<file path="config.mk">
export PLATFORM = sky130hd
export DESIGN_NAME = pcds_sequencer
export DESIGN_NICKNAME = d
export VERILOG_FILES = /design/src/rtl/pcds_pkg.sv /design/src/rtl/pcds_divider.sv /design/src/rtl/pcds_sequencer.sv
export SDC_FILE = /design/constraint.sdc
export NUM_CORES = 1
export LEC_CHECK = 0
export BUFFER_PORTS_ARGS = -buffer_cell sky130_fd_sc_hd__buf_2
export CORE_UTILIZATION = 40
export DETAILED_ROUTE_END_ITERATION = 12
export GPL_ROUTABILITY_DRIVEN = 0
export GPL_TIMING_DRIVEN = 0
export PLACE_DENSITY_LB_ADDON = 0.1
export REMOVE_ABC_BUFFERS = 1
export SLEW_MARGIN = 30
export SYNTH_ARGS = -nofsm -noshare
export SYNTH_HDL_FRONTEND = slang
export SYNTH_SLANG_ARGS = --single-unit
</file>
<file path="constraint.sdc">
create_clock -name clk_sys -period 6.5 [get_ports clk_sys]
set_input_delay 1.625 -clock clk_sys [delete_from_list [all_inputs] [get_ports clk_sys]]
set_output_delay 1.625 -clock clk_sys [all_outputs]
set_load 0.03 [all_outputs]
</file>
<file path="src/rtl/pcds_pkg.sv">
package pcds_pkg;
  localparam int unsigned NUM_POST          = 3;
  localparam int unsigned RATIO_W           = 5;
  localparam int unsigned MULT_W            = 5;
  localparam int unsigned CLK_SYS_MHZ       = 25;
  // Reset values of control state
  localparam logic             PATH_SEL_RST  = 1'b0;
  localparam logic             CORE_RST_RST  = 1'b1;
  localparam logic             SLEEP_RST     = 1'b0;
  localparam logic [MULT_W-1:0] MULT_RST     = 5'h04;
  localparam logic [RATIO_W-1:0] PREDIV_RST  = 5'h00;
  localparam logic [NUM_POST*RATIO_W-1:0] POST_RATIO_RST = {5'h02, 5'h01, 5'h00};
  localparam logic [NUM_POST-1:0] POST_ON_RST = 3'h7;
  // Valid multiplier code range
  localparam logic [MULT_W-1:0] MULT_MIN     = 5'h04;
  localparam logic [MULT_W-1:0] MULT_MAX     = 5'h19;

  typedef enum logic [1:0] {
    PCDS_IDLE  = 2'b00,
    PCDS_PAUSE = 2'b01,
    PCDS_LOAD  = 2'b10
  } pcds_upd_e;
endpackage

</file>
<file path="src/rtl/pcds_divider.sv">
`timescale 1ns/10ps
module pcds_divider (
  // Clock and reset
  input  wire logic                          clk_sys,
  input  wire logic                          srst,
  // Source and control
  input  wire logic                          src_en,
  input  wire logic                          divider_on,
  input  wire logic                          hold_low,
  input  wire logic                          restart,
  input  wire logic [pcds_pkg::RATIO_W-1:0]  ratio,
  // Clock output
  output logic                               clk_out
);
  import pcds_pkg::*;

  typedef struct packed {
    logic [RATIO_W:0] cnt;
    logic             out;
  } pcds_div_s;

  pcds_div_s st_q;
  pcds_div_s st_d;
  logic [RATIO_W:0] div_n;
  logic [RATIO_W:0] half_n;

  // Divide by 2*(ratio+1): toggle every ratio+1 source ticks, 50% duty
  assign div_n   = {1'b0, ratio} + {{RATIO_W{1'b0}}, 1'b1};
  assign half_n  = div_n;
  assign clk_out = st_q.out;

  always_comb begin
    st_d = st_q;
    if (!divider_on || hold_low) begin
      st_d.cnt = '0;
      st_d.out = 1'b0;
    end else if (restart) begin
      st_d.cnt = '0;
      st_d.out = 1'b1;
    end else if (src_en) begin
      if (st_d.cnt + 1'b1 >= half_n) begin
        st_d.cnt = '0;
        st_d.out = ~st_q.out;
      end else begin
        st_d.cnt = st_q.cnt + 1'b1;
      end
    end
  end

  always_ff @(posedge clk_sys) begin
    if (srst) begin
      st_q <= '0;
    end else begin
      st_q <= st_d;
    end
  end
endmodule // pcds_divider

</file>
<file path="src/rtl/pcds_sequencer.sv">
`timescale 1ns/10ps
// Notes on behaviour
// - New ratios wait for an update operation.
// - Trigger write of 1 starts update.
// - Aligned clocks held low, restart together.
// - Unaligned clocks keep running old ratio.
// - Busy flag high during whole update.
// - Reset gives bypass and core reset.
// - Sleep bit powers PLL down.
// - Osc sleep bit powers oscillator down.
// - Only chip reset leaves oscillator sleep.
// - Path select chooses PLL or bypass.
// - Multiplier codes 4h-19h give x4-x25.
// - Dividers 1..32, silent when off; the code divides source ticks by 2*(ratio+1), so 2..64.
// - Post-divider outputs have 50% duty.
module pcds_sequencer (
  // Clock and reset
  input  wire logic                                    clk_sys,
  input  wire logic                                    srst,
  // Reference and multiplied clock qualifiers
  input  wire logic                                    ref_tick,
  input  wire logic                                    multiplied_clock,
  // Path and power controls
  input  wire logic                                    pll_path_select_wr,
  input  wire logic                                    pll_path_select_in,
  input  wire logic                                    pll_core_reset_wr,
  input  wire logic                                    pll_core_reset_in,
  input  wire logic                                    pll_sleep_wr,
  input  wire logic                                    pll_sleep_in,
  input  wire logic                                    osc_sleep_wr,
  // Ratio programming
  input  wire logic                                    prediv_wr,
  input  wire logic [pcds_pkg::RATIO_W-1:0]            prediv_in,
  input  wire logic                                    multiplier_wr,
  input  wire logic [pcds_pkg::MULT_W-1:0]             multiplier_in,
  input  wire logic [pcds_pkg::NUM_POST-1:0]           postdiv_wr,
  input  wire logic [pcds_pkg::NUM_POST*pcds_pkg::RATIO_W-1:0] postdiv_ratio_in,
  input  wire logic [pcds_pkg::NUM_POST-1:0]           divider_on_in,
  input  wire logic [pcds_pkg::NUM_POST-1:0]           align_select,
  input  wire logic                                    update_trigger,
  // Status and control outputs
  output logic                                         pll_path_select,
  output logic                                         pll_core_reset,
  output logic                                         pll_sleep,
  output logic                                         osc_sleep,
  output logic [pcds_pkg::RATIO_W-1:0]                 prediv,
  output logic [pcds_pkg::MULT_W-1:0]                  multiplier_field,
  output logic                                         multiplier_valid,
  output logic                                         update_in_progress,
  output logic [pcds_pkg::NUM_POST-1:0]                system_clock_out
);
  import pcds_pkg::*;

  // Whole sequencer state, registered in one place
  typedef struct packed {
    logic                          path;
    logic                          core_rst;
    logic                          sleep;
    logic                          osc;
    logic [RATIO_W-1:0]            prediv;
    logic [MULT_W-1:0]             mult;
    logic [NUM_POST*RATIO_W-1:0]   prog_ratio;
    logic [NUM_POST*RATIO_W-1:0]   act_ratio;
    logic [NUM_POST-1:0]           on;
    logic [NUM_POST-1:0]           align;
    logic [NUM_POST-1:0]           hold;
    logic [NUM_POST-1:0]           restart;
    pcds_upd_e                     upd;
    logic [1:0]                    ref_s;
    logic [1:0]                    mul_s;
    logic                          mul_prev;
  } pcds_seq_s;

  pcds_seq_s st_q;
  pcds_seq_s st_d;
  logic      mul_edge;
  logic      src_en;

  // -------------------------------------------------------------
  // Helpers
  // -------------------------------------------------------------
  function automatic logic mult_ok(input logic [MULT_W-1:0] code);
    mult_ok = (code >= MULT_MIN) && (code <= MULT_MAX);
  endfunction

  // -------------------------------------------------------------
  // Source tick selection
  // -------------------------------------------------------------
  // Rising edge of the synchronised multiplied clock
  assign mul_edge = st_q.mul_s[1] & ~st_q.mul_prev;
  // Bypass counts reference samples, PLL mode counts multiplied edges
  assign src_en   = st_q.path ? mul_edge : st_q.ref_s[1];

  // -------------------------------------------------------------
  // Control and update sequencing
  // -------------------------------------------------------------
  always_comb begin
    st_d          = st_q;
    // Two-stage synchronisers on the asynchronous qualifiers
    st_d.ref_s    = {st_q.ref_s[0], ref_tick};
    st_d.mul_s    = {st_q.mul_s[0], multiplied_clock};
    st_d.mul_prev = st_q.mul_s[1];
    st_d.restart  = '0;
    // Software write strobes
    if (pll_path_select_wr) begin
      st_d.path = pll_path_select_in;
    end
    if (pll_core_reset_wr) begin
      st_d.core_rst = pll_core_reset_in;
    end
    if (pll_sleep_wr) begin
      st_d.sleep = pll_sleep_in;
    end
    if (osc_sleep_wr) begin
      st_d.osc = 1'b1;
    end
    if (prediv_wr) begin
      st_d.prediv = prediv_in;
    end
    if (multiplier_wr) begin
      st_d.mult = multiplier_in;
    end
    // Enables follow their level inputs
    st_d.on = divider_on_in;
    for (int i = 0; i < NUM_POST; i++) begin
      if (postdiv_wr[i]) begin
        st_d.prog_ratio[i*RATIO_W +: RATIO_W] = postdiv_ratio_in[i*RATIO_W +: RATIO_W];
      end
    end
    // Ratio-update operation: hold, reload and restart
    case (st_q.upd)
      PCDS_IDLE: begin
        if (update_trigger) begin
          st_d.align = align_select;
          // Aligned clocks go low from the edge after next, once hold is registered
          st_d.hold  = align_select;
          st_d.upd   = PCDS_PAUSE;
        end
      end
      PCDS_PAUSE: begin
        // Aligned clocks sit low while the new ratios load
        for (int i = 0; i < NUM_POST; i++) begin
          if (st_q.align[i]) begin
            st_d.act_ratio[i*RATIO_W +: RATIO_W] = st_q.prog_ratio[i*RATIO_W +: RATIO_W];
          end
        end
        st_d.hold    = '0;
        st_d.restart = st_q.align;
        st_d.upd     = PCDS_LOAD;
      end
      PCDS_LOAD: begin
        // Common restart edge shows now, busy falls with it
        st_d.upd = PCDS_IDLE;
      end
      default: begin
        st_d.upd = PCDS_IDLE;
      end
    endcase
  end

  // -------------------------------------------------------------
  // State register
  // -------------------------------------------------------------
  always_ff @(posedge clk_sys) begin
    if (srst) begin
      st_q            <= '0;
      // Leave reset in bypass with the PLL core held in reset
      st_q.path       <= PATH_SEL_RST;
      st_q.core_rst   <= CORE_RST_RST;
      st_q.sleep      <= SLEEP_RST;
      st_q.prediv     <= PREDIV_RST;
      st_q.mult       <= MULT_RST;
      st_q.prog_ratio <= POST_RATIO_RST;
      st_q.act_ratio  <= POST_RATIO_RST;
      st_q.on         <= POST_ON_RST;
      st_q.upd        <= PCDS_IDLE;
    end else begin
      st_q <= st_d;
    end
  end

  // -------------------------------------------------------------
  // Post dividers
  // -------------------------------------------------------------
  genvar g;
  generate
    // One divider per system clock, all fed by the same source tick
    for (g = 0; g < NUM_POST; g++) begin : g_post
      pcds_divider u_div (
        .clk_sys  (clk_sys),
        .srst     (srst),
        .src_en   (src_en),
        .divider_on (st_q.on[g]),
        .hold_low (st_q.hold[g]),
        .restart  (st_q.restart[g]),
        .ratio    (st_q.act_ratio[g*RATIO_W +: RATIO_W]),
        .clk_out  (system_clock_out[g])
      );
    end
  endgenerate

  // -------------------------------------------------------------
  // Status and control outputs
  // -------------------------------------------------------------
  assign pll_path_select    = st_q.path;
  assign pll_core_reset     = st_q.core_rst;
  assign pll_sleep          = st_q.sleep;
  assign osc_sleep          = st_q.osc;
  assign prediv             = st_q.prediv;
  assign multiplier_field   = st_q.mult;
  assign multiplier_valid   = mult_ok(st_q.mult);
  assign update_in_progress = (st_q.upd != PCDS_IDLE);
endmodule // pcds_sequencer

</file>
==> flow_summary_export.csv <==
group,metric,value,unit
global_route,grt_pass1_vias,2719,
die,die_h,102,um
sta,setup_violations,0,
yosys,ys_seq_area_share,42.2,%
cts,clk_latency,0.35,ns
place,portBuffers,66,
yosys,ys_types,39,
worst_setup_path,cp_slowest_cell,"dfxtp_1",
yosys,yosys.area.top_type_share,42.2,%
sta,fin_skew,0.0101,ns
cts,cts-hold-fix-buffers,0,
hold_path,worstHoldPathType,"flop to flop",
sta,timing.fmax,356,MHz
routing,wl_per_cell,12.0,um
worst_setup_path,required,4.88,ns
worst_setup_path,r2r_slack,4.24,ns
cts,numCtsBuffers,9,
global_route,gr-usage-all-layers,15.5,%
routing,ant_nets,0,
flow_run,maxCapViolations,0,
yosys,ys_warn_count,0,
die,num_rows,36,
place,dp_cells,599,
worst_setup_path,arrival,1.18,ns
sta,rsz0062_at_grt,"no",
sta,final.setup.tns,0,ns
final_layout,design_area,4500,um^2
global_route,grt_antenna_before_repair,0,
routing,drt_iter0_drc,71,
routing,dr.pass1.iters,4,
sta,min_period,2.81,ns
global_route,overflow,0,
cts,tritoncts,"yes",
worst_setup_path,cp-startpoint,"st_q[5]",
place,dpl_worst_slack,3.53,ns
cts,path_clk_slew,0.08,ns
sta,hold_viol_final,0,
sta,maxSlewViolCount,0,
yosys,syn_area,3980,um^2
worst_setup_path,crit_end,"update_in_progress",
yosys,synth.cells.most_frequent,"dfxtp_1, nor2_1, a21oi_1",
yosys,synth_area_leaders,"dfxtp_1, ha_1, mux2i_1",
worst_setup_path,crit_cells,2,
global_route,grt_max_degree,67,
yosys,synth_edf_count,0,
cts,post-cts-setup-buffers,0,
outcome,status,"finished, final reports clean",
cts,ctsResizeCount,0,
worst_setup_path,crit_family,"flip-flops",
worst_setup_path,worstPathCellList,"or2_2, buf_2",
final_layout,layout-drive-gt1-share,20.4,%
yosys,ys_ff_latch,84,
yosys,synth_most_common_cell,"dfxtp_1",
power,power,1.01,mW
final_layout,diodes,0,
cts,clkSinkCount,84,
worst_setup_path,regToRegStartpoint,"g_post[0].u_div.st_q[4]",
die,initial_core_util,40.9,%
routing,drc,0,
final_layout,fin_cells,614,
cts,cts_max_level,3,
worst_setup_path,cp-end-kind,"output port",
die,coreArea,9730,um^2
yosys,synthFlopType,"dfxtp_1",
cts,root_buffer,"clkbuf_8",
global_route,grt_pass1_wl,12400,um
worst_setup_path,r2r_cells,8,
final_layout,area_growth,13.0,%
power,ir_drop,0.0000946,V
die,die_x,102,um
cts,clock_tree.buffer_depth,2,
routing,via_count,2922,
sta,relSlewSlack,50.1,%
routing,routed_wl,7360,um
worst_setup_path,slowest_delay,0.36,ns
worst_setup_path,cp_max_fo,6,
yosys,avgSynthCellArea,9.29,um^2
place,dpl.hpwl,5370,um
worst_setup_path,r2r-end,"g_post[0].u_div.clk_out",
worst_setup_path,worst-path-buf-inv,1,
power,p_per_area,224,nW/um^2
place,dpl_cell_area,4320,um^2
sta,worst_slew_pin_slew,0.748,ns
sta,period_share,43.2,%
power,leakagePower,1.93,nW
yosys,synth_top_area_cell,"dfxtp_1",
die,die_area,10400,um^2
routing,avgViaCountPerCell,4.76,
yosys,synth-async-reset-ratio,0,%
yosys,syn_inst,429,
final_layout,final_net_count,549,
worst_setup_path,crit_type,"flop to output port",
die,ios,67,
worst_setup_path,start_kind,"flop",
sta,setup_ws,3.69,ns
power by group:
group,switching (mW),total (mW),internal [mW]
Sequential,0.0140,0.547,0.533
Combinational,0.0572,0.0998,0.0426
Clock,0.176,0.362,0.186
Total,0.247,1.01,0.762
cells in the final DEF (no fill, tap or decap), types with 5 or more instances in the layout:
cell type,netlist,final
inv_1,8,8
nand2b_1,5,5
xnor2_1,22,22
xor2_1,14,14
and3_1,6,6
nor2_4,7,7
nor2_1,56,56
clkbuf_8,0,10
mux2i_1,29,29
ha_1,24,24
dfxtp_1,84,84
buf_2,1,65
nand3_1,29,29
nand4_1,5,5
nand2_1,28,28
a211o_1,5,5
nor2b_1,16,15
a21oi_1,32,32
cell families (layout without fill, tap and decap cells):
logic type,Yosys count,after routing,share of synthesized area (%)
and+or+nand+nor,166,166,21.0
DFF,84,84,42.2
AOI/OAI and AO/OA,52,52,8.76
buffers and inverters,38,90,5.31
xor gates and xnor gates,36,36,7.91
muxes,29,29,7.29
adders and majority gates,24,24,7.54
routing by layer:
| layer | wire, um | part of all wire (%) | track usage, % | vias to the layer above |
|---|---|---|---|---|
| met1 | 3760 | 51 | 20.4 | 1312 |
| met4 | 160 | 2.2 | 8.03 | 0 |
| met3 | 342 | 4.6 | 3.73 | 13 |
| li1 | - | - | - | 1541 |
| met5 | 0 | 0 | 0 | - |
| met2 | 3090 | 42 | 23.5 | 56 |
layout make-up:
class / instances / area (um^2)
clock buffers: 13 / 149
clock inverters: 2 / 35.0
fillers: 992 / 5230
inverters: 8 / 30.0
multi-input cells: 307 / 2090
flip-flops and latches: 84 / 1680
well taps: 133 / 166
repair buffers: 67 / 348
worst register-to-register path, delay by kind of cell (launching register included):
kind | cells | cell delay [ns]
adders and majority gates | 1 | 0.32
AOI/OAI and AO/OA | 3 | 0.74
xor gates and xnor gates | 1 | 0.19
and+or+nand+nor | 3 | 0.45
DFF | 1 | 0.45
registers in the layout, indices dropped and copies added, names as in the netlist:
register	cells
pll_path_select	1
prediv	5
st_d	3
multiplier_field	5
osc_sleep	1
st_q	46
g_post.u_div.st_q	18
g_post.u_div.clk_out	3
pll_sleep	1
pll_core_reset	1
worst min-delay path by stage:
stage | from | to | depth (start not counted) | slack (ns)
global route | st_d[4] | st_q[4] | 1 | 0.45
global placement | st_d[4] | st_q[4] | 1 | 0.42
detailed placement | st_d[4] | st_q[4] | 1 | 0.43
finish | st_d[4] | st_q[4] | 1 | 0.44
floorplan | st_d[2] | st_d[0] | 1 | 0.41
CTS | st_d[4] | st_q[4] | 1 | 0.44
stage by stage:
step                      hold WS [ns]  util [%]
after floorplan                  0.414         -
after global placement           0.423      44.2
after detailed placement         0.425      44.4
after CTS                        0.444      46.3
after global routing             0.455      46.3
final                            0.439      46.3
(Power assumes the default switching activity.)
